--- src/filt_ptr_pkg.sv ---
package filt_ptr_pkg;

    // ----------------------------------------
    // register map
    // ----------------------------------------
    localparam logic [3:0]  ADDR_GROUP_B = 4'h0;
    localparam logic [3:0]  ADDR_GROUP_C = 4'h4;
    localparam logic [15:0] PTR_RESET    = 16'h0000;
    localparam logic [31:0] READ_ZERO    = 32'h0000_0000;

    // ----------------------------------------
    // pointer encoding and filter indices
    // ----------------------------------------
    localparam logic [3:0] DEST_FIFO    = 4'hF;
    localparam logic [3:0] FIRST_FILTER = 4'h4;
    localparam logic [3:0] LAST_FILTER  = 4'hB;
    localparam int         FIELD_W      = 4;
    localparam int         NUM_FILTERS  = 8;
    localparam int         PER_REG      = 4;

    typedef struct packed {
        logic       valid;
        logic       to_fifo;
        logic [3:0] buffer;
    } dest_t;

endpackage : filt_ptr_pkg

--- src/can_filter_buffer_pointer.sv ---
// The address map and the Wishbone slave port were decided locally.
`timescale 1ns/1ps

module can_filter_buffer_pointer
(
    // clock and reset
    input  wire logic        clk_sys_in,
    input  wire logic        rst_in,
    // wishbone slave
    input  wire logic        wb_cyc_in,
    input  wire logic        wb_stb_in,
    input  wire logic        wb_we_in,
    input  wire logic [3:0]  wb_adr_in,
    input  wire logic [3:0]  wb_sel_in,
    input  wire logic [31:0] wb_dat_in,
    output logic      [31:0] wb_dat_out,
    output logic             wb_ack_out,
    // filter hit from matching logic
    input  wire logic        hit_valid_in,
    input  wire logic [3:0]  hit_filter_in,
    // destination to receive storage
    output filt_ptr_pkg::dest_t dest_out
);

    // ----------------------------------------
    // registers
    // ----------------------------------------
    logic [15:0]         group_b_q;
    logic [15:0]         group_b_d;
    logic [15:0]         group_c_q;
    logic [15:0]         group_c_d;
    logic [31:0]         rdata_d;
    logic                ack_d;
    filt_ptr_pkg::dest_t dest_d;
    logic [3:0]          field_mux [filt_ptr_pkg::NUM_FILTERS];
    logic                req;
    logic                sel_b;
    logic                sel_c;
    logic [2:0]          hit_idx;

    assign req   = wb_cyc_in && wb_stb_in && !wb_ack_out;
    assign sel_b = (wb_adr_in == filt_ptr_pkg::ADDR_GROUP_B);
    assign sel_c = (wb_adr_in == filt_ptr_pkg::ADDR_GROUP_C);

    // ----------------------------------------
    // field split, one per filter
    // ----------------------------------------
    genvar g;
    generate
        for (g = 0; g < filt_ptr_pkg::NUM_FILTERS; g++)
        begin : g_field
            if (g < filt_ptr_pkg::PER_REG)
            begin : g_b
                // filters 4..7 low to high nibble
                assign field_mux[g] =
                    group_b_q[g*filt_ptr_pkg::FIELD_W +: 4];
            end
            else
            begin : g_c
                // filters 8..11 low to high nibble
                assign field_mux[g] = group_c_q[(g-filt_ptr_pkg::PER_REG)
                    *filt_ptr_pkg::FIELD_W +: 4];
            end
        end
    endgenerate

    assign hit_idx = 3'(hit_filter_in - filt_ptr_pkg::FIRST_FILTER);

    // ----------------------------------------
    // next state
    // ----------------------------------------
    always_comb
    begin
        group_b_d = group_b_q;
        group_c_d = group_c_q;
        rdata_d   = wb_dat_out;
        ack_d     = req;
        if (req && wb_we_in)
        begin
            // only the two low lanes exist; upper lanes ignored
            if (sel_b && wb_sel_in[0]) group_b_d[7:0]  = wb_dat_in[7:0];
            if (sel_b && wb_sel_in[1]) group_b_d[15:8] = wb_dat_in[15:8];
            if (sel_c && wb_sel_in[0]) group_c_d[7:0]  = wb_dat_in[7:0];
            if (sel_c && wb_sel_in[1]) group_c_d[15:8] = wb_dat_in[15:8];
        end
        if (req)
        begin
            // unmapped reads return zero, still acked
            rdata_d = filt_ptr_pkg::READ_ZERO;
            if (sel_b) rdata_d = {16'h0000, group_b_q};
            if (sel_c) rdata_d = {16'h0000, group_c_q};
        end
        dest_d.valid   = 1'b0;
        dest_d.to_fifo = 1'b0;
        dest_d.buffer  = 4'h0;
        if (hit_valid_in && hit_filter_in >= filt_ptr_pkg::FIRST_FILTER
            && hit_filter_in <= filt_ptr_pkg::LAST_FILTER)
        begin
            dest_d.valid   = 1'b1;
            dest_d.buffer  = field_mux[hit_idx];
            dest_d.to_fifo = (field_mux[hit_idx]
                              == filt_ptr_pkg::DEST_FIFO);
        end
    end

    always_ff @(posedge clk_sys_in)
    begin
        if (rst_in)
        begin
            group_b_q  <= filt_ptr_pkg::PTR_RESET;
            group_c_q  <= filt_ptr_pkg::PTR_RESET;
            wb_dat_out <= filt_ptr_pkg::READ_ZERO;
            wb_ack_out <= 1'b0;
            dest_out   <= '0;
        end
        else
        begin
            group_b_q  <= group_b_d;
            group_c_q  <= group_c_d;
            wb_dat_out <= rdata_d;
            wb_ack_out <= ack_d;
            dest_out   <= dest_d;
        end
    end

    // ----------------------------------------
    // checks
    // ----------------------------------------
    property p_fifo_code;
        @(posedge clk_sys_in) disable iff (rst_in)
        dest_out.valid |-> (dest_out.to_fifo == (dest_out.buffer == 4'hF));
    endproperty
    a_fifo_code: assert property (p_fifo_code)
        else $error("fifo flag does not match pointer code");

    property p_dest_b;
        @(posedge clk_sys_in) disable iff (rst_in)
        (hit_valid_in && hit_filter_in == 4'h5)
        |=> dest_out.valid && dest_out.buffer == $past(group_b_q[7:4]);
    endproperty
    a_dest_b: assert property (p_dest_b)
        else $error("filter 5 destination wrong");

    property p_dest_c;
        @(posedge clk_sys_in) disable iff (rst_in)
        (hit_valid_in && hit_filter_in == 4'h8)
        |=> dest_out.buffer == $past(group_c_q[3:0]);
    endproperty
    a_dest_c: assert property (p_dest_c)
        else $error("filter 8 destination wrong");

    property p_top_nibble;
        @(posedge clk_sys_in) disable iff (rst_in)
        (hit_valid_in && hit_filter_in == 4'hB)
        |=> dest_out.buffer == $past(group_c_q[15:12]);
    endproperty
    a_top_nibble: assert property (p_top_nibble)
        else $error("filter 11 destination wrong");

    property p_write_read;
        @(posedge clk_sys_in) disable iff (rst_in)
        (req && wb_we_in && sel_b && wb_sel_in[1:0] == 2'h3)
        |=> group_b_q == $past(wb_dat_in[15:0]);
    endproperty
    a_write_read: assert property (p_write_read)
        else $error("group b write lost");

    property p_no_hit;
        @(posedge clk_sys_in) disable iff (rst_in)
        (!hit_valid_in || hit_filter_in < 4'h4 || hit_filter_in > 4'hB)
        |=> !dest_out.valid;
    endproperty
    a_no_hit: assert property (p_no_hit)
        else $error("destination without hit");

endmodule : can_filter_buffer_pointer

--- config.mk ---
export PLATFORM = sky130hd
export DESIGN_NAME = can_filter_buffer_pointer
export DESIGN_NICKNAME = d
export VERILOG_FILES = /design/src/filt_ptr_pkg.sv /design/src/can_filter_buffer_pointer.sv
export SDC_FILE = /design/constraint.sdc
export NUM_CORES = 1
export LEC_CHECK = 0
export ABC_AREA = 1
export CELL_PAD_IN_SITES_DETAIL_PLACEMENT = 1
export CELL_PAD_IN_SITES_GLOBAL_PLACEMENT = 2
export CORE_AREA = 5 5 96 98
export DETAILED_ROUTE_END_ITERATION = 8
export DIE_AREA = 0 0 101 103
export DONT_BUFFER_PORTS = 1
export PLACE_DENSITY_LB_ADDON = 0.25
export SYNTH_ARGS = -nofsm -noshare
export SYNTH_HDL_FRONTEND = slang
export SYNTH_SLANG_ARGS = --single-unit
export TNS_END_PERCENT = 5
--- constraint.sdc ---
create_clock -name clk_sys_in -period 1.42 [get_ports clk_sys_in]
set_input_delay 0.071 -clock clk_sys_in [delete_from_list [all_inputs] [get_ports clk_sys_in]]
set_output_delay 0.071 -clock clk_sys_in [all_outputs]
set_load 0.03 [all_outputs]
# After elaboration in Yosys (flattened, before gate mapping)
# Cells that the tools add are included.
[op_classes]
n_mux = 6
n_reduce_logical = 16
order_cmp = 3
n_eq_ne = 2
n_bitwise = 2
add_sub_neg = 1
[op_table]
columns = ["operator", "count"]
rows = [
  ["$mux 32", 1],
  ["$mux 16", 1],
  ["$bmux 4 s3", 1],
  ["$logic_and 1x1->1", 9],
  ["$mux 4", 2],
  ["$reduce_and 2->1", 4],
  ["$mux 6", 1],
  ["$eq 4x3->1 const B", 1],
  ["$eq 4x4->1 const B", 1],
  ["$ge 4x3->1 const B", 1],
  ["$ge 4x4->1 const B", 1],
  ["$le 4x4->1 const B", 1],
  ["$logic_not 4->1", 1],
  ["$not 3->4", 1],
  ["$sub 3x3->3 const B", 1],
  ["$reduce_or 2->1", 1],
  ["$logic_not 1->1", 1],
  ["$not 1->1", 1],
]
[word_totals]
output_inout_bits = 39
inputBits = 50
elab_cells = 39
ff_bits = 71

# Longest topological paths before layout
# Gate-level depths: netlist (run 1).
[logic_depth]
depth_word = 7
mapped_depth = 10

# Worst setup path after synthesis (run 1)
# No wires, ideal clock.
[synth_path]
path_type = "register -> register"
start = "reg wb_ack_out"
end = "reg group_b_q[11]"
n_path_buf = 0
period_less_slack_ns = 1.316
setup_ns = 0.116
setup_slack_ns = 0.104
path_stages_with_launch = 7
arrival_time_ns = 1.200
path_cell_list = "dfxtp_1 nor2_8 nand2_4 nor3_4 inv_2 nor2_1 nor2_1"
[synth_via]
elab_chain_cells = 4
[synth_rtl]
columns = ["element", "line_no", "rtl"]
rows = [
  ["start, declared", "can_filter_buffer_pointer.sv:17", "output logic wb_ack_out,"],
  ["start signal, assigned", "can_filter_buffer_pointer.sv:121", "wb_ack_out <= ack_d;"],
  ["$logic_not 1->1", "can_filter_buffer_pointer.sv:41", "assign req = wb_cyc_in && wb_stb_in && !wb_ack_out;"],
  ["$logic_and 1x1->1", "can_filter_buffer_pointer.sv:41", ""],
  ["$logic_and 1x1->1", "can_filter_buffer_pointer.sv:78", "if (req && wb_we_in)"],
  ["$reduce_and 2->1 (no source line)", "--", ""],
  ["end signal, assigned", "can_filter_buffer_pointer.sv:110", "group_b_q <= filt_ptr_pkg::PTR_RESET;"],
  ["end signal, assigned", "can_filter_buffer_pointer.sv:118", "group_b_q <= group_b_d;"],
  ["end, declared", "can_filter_buffer_pointer.sv:28", "logic [15:0] group_b_q;"],
]
# No other way between the ends.
# A chain may end at the register's enable or synchronous reset.

# Worst setup path in the final report (run 1)
[layout_path]
start = "in rst_in"
end = "reg dest_out[4] (netlist name)"
[layout_via]
elab_chain_cells = 1
[layout_rtl]
columns = ["element", "line_no", "rtl"]
rows = [
  ["start, declared", "can_filter_buffer_pointer.sv:8", "input wire logic rst_in,"],
  ["$reduce_or 2->1 (no source line)", "--", ""],
  ["end signal, assigned", "can_filter_buffer_pointer.sv:122", "dest_out <= dest_d;"],
  ["end, declared", "can_filter_buffer_pointer.sv:22", "output filt_ptr_pkg::dest_t dest_out"],
]
# No other way between the ends.

==> summary.md, run 1 <==
- **DRC violations left** 0
- **area of the core region** 0.008381 mm²
- **Synth top area share** 41.31%
- **critical path arrival** 1.51 ns
- **Finished Layout Cells** 535
- **Net Sw Power** 0.0008586 W
- **post-synthesis cell type count** 24
- **width of the chip** 101 µm
- **dpl cells** 507
- **async set-reset flop share out of synthesis** 0%
- **clock latency of the later-clocked register in the worst-skew pair** 0.32 ns
- **total chip power** 0.002926 W
- **number of max-slew violations in the final report** 0
- **die area** 0.01040 mm²
- **switching share of power** 29.34%
- **clock root buffer** clkbuf_8
- **static leakage power** 1.474 nW
- **global-route wire length before repair** 12300 µm
- **timing-limited maximum frequency** 797.2 MHz
- **top area cells in the synthesized netlist** dfxtp_1 (41%), nor2_1 (14%), o21ai_0 (10%), inv_1 (7.6%), nand2_1 (6.3%)
- **IO buf count** 0
- **average wire per standard cell** 14.24 µm
- **clock-pin slew of the registers on the worst-case setup and hold paths** 0.10 ns
- **hpwl dp** 5787 µm
- **kind of start point of the critical path** input pin
- **layout cell share with drive strength beyond 1** 11.24%
- **Chip Height** 103 µm
- **critical path data required time** 1.67 ns
- **Fin Setup TNS** 0 ns
- **Most used DFF post-synth** dfxtp_1
- **global routing usage on met2** 25.11%
- **router iterations before antenna repair** 4
- **most numerous cell in the Yosys netlist** nor2_1
- **number of max-cap violations** 0
- **final worst-path cycle share** 88.34%
- **post-synthesis cell count** 391
- **sequential share of power** 55.1%
- **nets@finish** 476
- **number of standard-cell rows in the floorplan** 34
- **fraction of power consumed by combinational cells** 14.1%
- **sequential fraction of the synthesis area** 41.31%
- **CTS tree** yes
- **number of buffers added by the clock tree synthesis step** 5
- **via density per instance** 4.540
- **effective utilization at floorplan** 31.80%
- **run status** finished, final reports clean
- **count of flip-flops with a built-in enable after synthesis** 0
- **Final Core Density** 37.31%
- **Clock Skew** 0.008522 ns
- **Boundary Pins** 89
- **type of the worst setup path** input pin to flip-flop
- **average instance area after synthesis** 6.816 µm²
- **number of cells on the worst hold path** 3
- **Hold Path Class** input pin to flip-flop
- **busiest layer in global routing** met2
- **YS warnings** 0
- **sort of element at the end of the critical path** flip-flop
- **fraction of power consumed by the clock network** 30.8%
- **area taken by flip-flops and latches** 0.001101 mm²
- **diode insertion count for antenna repair** 0
- **flops & latches, synth** 55
- **Final Hold Violating Endpoints** 0
- **pwr/cell area** 935.8 mW/mm²
- **pin count of the biggest net entering global routing** 34
- **Via Count** 2429
- **post-synth top area cell** dfxtp_1
- **met3 track utilization from global routing** 3.045%
- **met1 track utilization from global routing** 20.03%
- **count of H-tree levels built during CTS** 2
- **via count of the first global-routing pass** 2440
- **maximum buffer depth of the clock tree** 2
- **GRT overflow** 0
- **Int Power** 0.002067 W
- **most numerous cell types in the synthesized netlist** nor2_1 (98), dfxtp_1 (55), inv_1 (54)
- **Post-Place Setup Slack** 0.1742 ns
- **area taken by multi-input logic gates** 0.001207 mm²
- **total global routing track utilization** 15.00%
- **slew at the pin closest to its max-slew limit** 0.6867 ns
- **clk sinks** 55
- **number of DRC violations after detailed-routing iteration 0** 54
- **number of fillers in the final layout** 1106
- **IR Drop Worst-Case VDD** 0.3060 mV
- **setup slack of the critical path after layout** 0.1656 ns
- **post-synth design cell area** 0.002665 mm²
- **final RePlAce weighted congestion** 0.7742
- **post-synthesis to final-layout area growth** 17.32%
- **final setup violation count** 0
- **unrepaired setup endpoints after global routing** no
- **total wire length** 7616 µm
- **Final ANT Viol Nets** 0
- **crit-path max FO** 17
- **depth of the worst register-to-register path** 6
- **final critical path time including I/O delays and setup** 1.254 ns
- **Max-slew headroom** 54.07%
- **number of antenna violations at the first check in global routing** 0
[worst max-delay path: stages]
cell	delay, ns
dlygate4sd3_1	0.80
nor3_2	0.36
nand3_1	0.15
nor2_1	0.12
[cells in the final DEF (no fill, tap or decap), types with 2 or more instances in the layout]
cell / n
nand2_2: 3
a21oi_1: 6
o211ai_1: 2
o22ai_1: 13
inv_2: 6
dfxtp_1: 55
nand2_1: 45
clkinv_2: 3
nand3_1: 17
nor2_1: 98
dlygate4sd3_1: 20
nand3_4: 2
inv_1: 54
o21ai_0: 53
clkbuf_8: 5
buf_4: 22
nor3_4: 2
conb_1: 16
[sequential cells by signal, summed over array words and instances, names as in the netlist]
name,flops
dest_out,6
group_b_q,16
group_c_q,16
wb_ack_out,1
wb_dat_out,16
[metrics by stage]
stage                     hold slack, ns  area (µm²)
after CTS                       0.002322        3122
after floorplan                   0.2059        2721
after detailed placement          0.1495        2834
after global routing             0.01666        3127
final                            0.01724        3127
after global placement            0.1470        2834
[cells by family after synthesis]
group           share of synthesized area [%]
simple gates                            28.17
compound gates                          14.69
buf+inv                                 15.68
flops                                   41.31
other cells                            0.1407
[final timing paths]
kind / from / slack, ns / endpoint
hold / removal: hit_filter_in[2] / 0.02 / dest_out[1]
setup / recovery: rst_in / 0.17 / dest_out[4]
hold reg to reg: group_c_q[4] / 0.50 / group_c_q[4]
setup reg to reg: wb_ack_out / 0.17 / group_c_q[15]
[power groups by stage]
stage / registers, W / logic, W / clock network (W)
6_report: 0.00161 / 0.000414 / 0.000900
5_1_grt: 0.00162 / 0.000459 / 0.000982
4_1_cts: 0.00161 / 0.000416 / 0.000931
3_5_place_dp: 0.00165 / 0.000356 / 0
3_3_place_gp: 0.00165 / 0.000350 / 0
2_1_floorplan: 0.00170 / 0.000272 / 0
[layout make-up]
| cell class | count | area share, % |
|---|---|---|
| multi-input combinational | 261 | 38.62 |
| sequential | 55 | 35.21 |
| timing repair buffer | 42 | 11.68 |
| inverter | 61 | 7.363 |
| tap | 108 | 4.322 |
| clock buffer | 5 | 2.201 |
| clock inverter | 3 | 0.6002 |
[repair_timing]
item / in CTS / in global routing
endpoints found under the hold margin: 52 / 0
resized for setup: 0 / 1
hold buffers: 20 / 0
endpoints found under the setup margin: 0 / 5
buffers inserted: 0 / 0
[metal layers]
layer,vias up,part of all wire [%]
li1,1255,-
met1,1121,48
met2,49,45
met3,4,5.9
met4,0,0.91
met5,-,0
(Power assumes the default switching activity.)
==> run 2, diff against run 1 <==
SETUP_SLACK_MARGIN = 0.3   (was default)
==> run 2 against run 1 <==
Via count up 0.25%. Setup slack better by 0.011 ns. Sequential power is essentially flat. Design area increased by 1.3%. Global-route usage rose by 0.12 points. Die area unchanged. Combinational power decreased by 1%. Critical endpoint is now group_c_q[15].
==> summary.md, run 2 (synthesis results as in run 1) <==
- **total chip power** 0.002887 W
- **registers with the highest flip-flop counts** group_b_q x16, group_c_q x16, wb_dat_out x16
- **count of H-tree levels built during CTS** 2
- **post-synthesis to final-layout area growth** 18.83%
- **setup slack of the most critical reg-to-reg path** 0.18 ns
- **average wire per standard cell** 14.18 µm
- **area of the core region** 0.008381 mm²
- **via density per instance** 4.534
- **number of cells on the worst hold path** 3
- **destination of the worst hold path** dest_out[1]
- **Clock Skew** 0.001888 ns
- **depth of the worst register-to-register path** 7
- **run status** finished, final reports clean
- **unrepaired setup endpoints after global routing** yes
- **Hold Path Class** input pin to flip-flop
- **diode insertion count for antenna repair** 0
- **pwr/cell area** 911.5 mW/mm²
- **GRT overflow** 0
- **global-route wire length before repair** 12320 µm
- **HP Start** rst_in
- **global routing usage on met2** 25.27%
- **reg-to-reg critical path endpoint** group_c_q[15]
- **busiest layer in global routing** met2
- **Crit path top cell by count** buf_6
- **final critical path time including I/O delays and setup** 1.243 ns
- **area taken by flip-flops and latches** 0.001105 mm²
- **Fin Setup TNS** 0 ns
- **number of buffers added by the clock tree synthesis step** 5
- **total wire length** 7613 µm
- **CTS tree** yes
- **clock latency of the later-clocked register in the worst-skew pair** 0.31 ns
- **number of DRC violations after detailed-routing iteration 0** 95
- **number of max-cap violations** 0
- **nets@finish** 478
- **number of standard-cell rows in the floorplan** 34
- **most common cell after layout, fill and taps aside** nor2_1
- **effective utilization at floorplan** 31.80%
- **critical path data required time** 1.67 ns
- **clock-pin slew of the registers on the worst-case setup and hold paths** 0.10 ns
- **Post-Place Cell Area** 0.002845 mm²
- **sort of element at the end of the critical path** flip-flop
- **width of the chip** 101 µm
- **critical path arrival** 1.50 ns
- **total global routing track utilization** 15.12%
- **DRC violations left** 0
- **Final ANT Viol Nets** 0
- **Via Count** 2435
- **crit-path max FO** 4
- **via count of the first global-routing pass** 2374
- **Final Cell Area** 0.003167 mm²
- **Boundary Pins** 89
- **timing-limited maximum frequency** 804.3 MHz
- **delay-heaviest family, CP** simple AND/OR/NAND/NOR gates
- **pin count of the biggest net entering global routing** 34
- **slew at the pin closest to its max-slew limit** 0.5909 ns
- **number of antenna violations at the first check in global routing** 0
- **Finished Layout Cells** 537
- **router iterations before antenna repair** 4
- **area taken by multi-input logic gates** 0.001216 mm²
- **clock root buffer** clkbuf_8
- **Max-slew headroom** 60.48%
- **number of fillers in the final layout** 1074
- **met1 track utilization from global routing** 20.19%
- **dpl cells** 508
- **clk sinks** 55
- **maximum buffer depth of the clock tree** 2
- **static leakage power** 1.479 nW
- **most frequent cells in the layout** nor2_1 (97), inv_1 (54), dfxtp_1 (54)
- **final setup violation count** 0
- **IO buf count** 0
- **final worst-path cycle share** 87.55%
- **list of cells traversed by the critical path** nor2_8 -> nand2_4 -> nor3_4 -> buf_6 -> buf_6 -> o21ai_1 -> nor2_1
- **die area** 0.01040 mm²
- **Crit Reg-Reg Startpoint** wb_ack_out
- **kind of start point of the critical path** flip-flop
- **hpwl dp** 5875 µm
- **type of the worst setup path** flip-flop to flip-flop
- **IR Drop Worst-Case VDD** 0.3451 mV
- **met3 track utilization from global routing** 3.315%
- **final RePlAce weighted congestion** 0.7662
- **Final Hold Violating Endpoints** 0
- **CP max-delay cell** dfxtp_4
- **combined buffer and inverter count along the critical path** 2
- **Chip Height** 103 µm
- **number of max-slew violations in the final report** 0
- **Slowest Stage Delay on Critical Path** 0.37 ns
- **layout cell share with drive strength beyond 1** 12.59%
## run 2: worst min-delay path: stages
cell	delay, ns
nor3_1	0.06
inv_1	0.10
a21oi_1	0.06
## run 2: report_power, final
group          internal [W]  switching (W)
clock network      0.000348       0.000518
logic              0.000139       0.000270
registers           0.00158      0.0000355
## run 2: final cells by class
| type | count | share of cell area [%] |
|---|---|---|
| Multi-Input combinational cell | 261 | 38.40 |
| Timing Repair Buffer | 44 | 12.29 |
| Sequential cell | 55 | 34.89 |
| Inverter | 61 | 7.507 |
| Clock buffer | 6 | 2.292 |
| Tap cell | 108 | 4.267 |
| Clock inverter | 2 | 0.3556 |
## run 2: timing repair
item / 4_1_cts / 5_1_grt
endpoints found under the hold margin: 52 / 0
setup endpoints to repair: 47 / 48
hold buffers: 19 / 0
setup buffers: 0 / 2
pin swaps: 0 / 8
gates resized for setup: 3 / 11
## run 2: how the worst max path moves through the flow
stage          cells after the start  startpoint  slack [ns]       endpoint
2_1_floorplan                      6  wb_ack_out        0.21  group_b_q[11]
3_3_place_gp                       5  wb_ack_out        0.17  wb_dat_out[4]
3_5_place_dp                       5  wb_ack_out        0.17  wb_dat_out[5]
4_1_cts                            6  wb_ack_out        0.20  group_b_q[14]
5_1_grt                            7  wb_ack_out         0.1  group_c_q[13]
6_report                           7  wb_ack_out        0.18  group_c_q[15]
## run 2: metal layers
metal	vias up	routed length, µm	part of all wire [%]
met5	-	0	0
met4	0	65	0.85
met3	7	402	5.3
met2	47	3461	45
met1	1117	3683	48
li1	1264	-	-
## run 2: metrics by stage
stage / worst slack, ns / utilization, % / hold WS [ns]
3_3_place_gp: 0.1745 / 33.95 / 0.1374
6_report: 0.1767 / 37.79 / 0.01966
2_1_floorplan: 0.2111 / - / 0.2059
3_5_place_dp: 0.1690 / 33.95 / 0.1397
4_1_cts: 0.1961 / 37.32 / 0.003691
5_1_grt: 0.09761 / 37.79 / 0.02244
==> run 3, diff against run 2 <==
==> constraint.sdc (replaced) <==
create_clock -name clk_sys_in -period 1.42 [get_ports clk_sys_in]
set_input_delay 0.284 -clock clk_sys_in [delete_from_list [all_inputs] [get_ports clk_sys_in]]
set_output_delay 0.284 -clock clk_sys_in [all_outputs]
set_load 0.03 [all_outputs]
==> run 3 against run 2 <==
Utilization fell by 3.7 points. First-iteration DRC count fell by 17%. Clock skew rose by 0.0082 ns. Power fell by 0.50%. Design area fell by 9.8%. Register-to-register slack improved by 0.05 ns. Maximum frequency rose by 3.9%. Worst hold slack improved by 0.0055 ns. Clock power rose by 8.5%. Global-route usage fell by 0.18 points. Highest routed layer unchanged.
==> summary.md, run 3 (synthesis results as in run 1) <==
- **Boundary Pins** 89
- **width of the chip** 101 µm
- **kind of start point of the critical path** flip-flop
- **average wire per standard cell** 14.97 µm
- **final setup violation count** 0
- **total global routing track utilization** 14.94%
- **most common cell after layout, fill and taps aside** nor2_1
- **run status** finished, final reports clean
- **Clock Skew** 0.01006 ns
- **number of fillers in the final layout** 1066
- **combined buffer and inverter count along the critical path** 1
- **clock root buffer** clkbuf_8
- **registers with the highest flip-flop counts** group_b_q x16, group_c_q x16, wb_dat_out x16
- **final critical path time including I/O delays and setup** 1.197 ns
- **global-route wire length before repair** 12090 µm
- **critical path arrival** 1.41 ns
- **dpl cells** 495
- **number of buffers added by the clock tree synthesis step** 5
- **area taken by flip-flops and latches** 0.001105 mm²
- **Hold Path Class** input pin to flip-flop
- **critical path data required time** 1.63 ns
- **via density per instance** 4.489
- **Slowest Stage Delay on Critical Path** 0.38 ns
- **maximum buffer depth of the clock tree** 2
- **setup slack of the most critical reg-to-reg path** 0.22 ns
- **delay-heaviest family, CP** simple AND/OR/NAND/NOR gates
- **count of H-tree levels built during CTS** 2
- **list of cells traversed by the critical path** nor2_8 -> nand2_4 -> clkinv_2 -> nand3_4 -> o21ai_0 -> nor2_1
- **type of the worst setup path** flip-flop to flip-flop
- **clock latency of the later-clocked register in the worst-skew pair** 0.32 ns
- **via count of the first global-routing pass** 2296
- **Met3 Routed Length** 597 µm
- **timing-limited maximum frequency** 835.5 MHz
- **top layer reached by signal wires** met4
- **crit-path max FO** 9
- **Post-Place Cell Area** 0.002748 mm²
- **CTS tree** yes
- **IR Drop Worst-Case VDD** 0.3161 mV
- **post-synthesis to final-layout area growth** 7.230%
- **hpwl dp** 5883 µm
- **number of max-slew violations in the final report** 0
- **final RePlAce weighted congestion** 0.7783
- **GRT overflow** 0
- **die area** 0.01040 mm²
- **area of the core region** 0.008381 mm²
- **pin count of the biggest net entering global routing** 34
- **most frequent cells in the layout** nor2_1 (98), inv_1 (54), dfxtp_1 (54)
- **number of standard-cell rows in the floorplan** 34
- **nets@finish** 444
- **setup bufs post-CTS** 0
- **Final Core Density** 34.10%
- **Finished Layout Cells** 503
- **number of antenna violations at the first check in global routing** 0
- **CP max-delay cell** dfxtp_4
- **Chip Height** 103 µm
- **router iterations before antenna repair** 4
- **Fin Setup TNS** 0 ns
- **unrepaired setup endpoints after global routing** yes
- **number of DRC violations after detailed-routing iteration 0** 79
- **clock-pin slew of the registers on the worst-case setup and hold paths** 0.10 ns
- **layout cell share with drive strength beyond 1** 9.114%
- **total wire length** 7530 µm
- **DRC violations left** 0
- **sort of element at the end of the critical path** flip-flop
- **routed metal-1 wire length** 3523 µm
- **static leakage power** 1.324 nW
- **length of routed met2 wiring** 3352 µm
- **effective utilization at floorplan** 31.80%
- **Final Cell Area** 0.002858 mm²
- **final worst-path cycle share** 84.29%
- **pwr/cell area** 1005 mW/mm²
- **Final ANT Viol Nets** 0
- **IO buf count** 0
- **area taken by multi-input logic gates** 0.001202 mm²
- **diode insertion count for antenna repair** 0
- **Final Hold Violating Endpoints** 0
- **Via Count** 2258
- **number of max-cap violations** 0
- **clk sinks** 55
[run 3: per-stage QoR]
step / hold slack [ns] / total power, W / worst slack, ns
2_1_floorplan: 0.4189 / 0.001967 / 0.2111
3_3_place_gp: 0.3507 / 0.001965 / 0.1715
3_5_place_dp: 0.3524 / 0.001973 / 0.1460
4_1_cts: 0.01460 / 0.002923 / 0.2108
5_1_grt: 0.01455 / 0.003013 / 0.1226
6_report: 0.02518 / 0.002872 / 0.2231
[run 3: path summary, 6_finish.rpt]
check	from	to	depth (start not counted)
setup / recovery	wb_ack_out	group_c_q[0]	6
hold / removal	rst_in	wb_ack_out	1
setup reg to reg	wb_ack_out	group_c_q[0]	6
hold reg to reg	group_b_q[0]	group_b_q[0]	2
[run 3: what timing repair did]
action | CTS | global route
gates resized for setup | 4 | 1
gates cloned | 0 | 0
endpoints found under the setup margin | 64 | 72
hold buffers | 0 | 0
endpoints found under the hold margin | 0 | 0
[run 3: routing by layer]
metal | global-route usage, % | vias up
met4 | 3.681 | 0
met1 | 19.91 | 1003
met2 | 23.85 | 64
met3 | 4.398 | 4
li1 | - | 1187
met5 | 0 | -
[run 3: power breakdown]
part           internal, W  total, W  switching (W)
clock network     0.000400  0.000940       0.000540
registers          0.00158   0.00166      0.0000861
logic            0.0000762  0.000269       0.000193
[run 3: final cells by class]
type,count,area share (%)
Clock inverter,2,0.5692
Tap cell,108,4.729
Multi-Input combinational cell,261,42.08
Timing Repair Buffer,10,2.758
Clock buffer,6,2.890
Sequential cell,55,38.66
Inverter,61,8.319
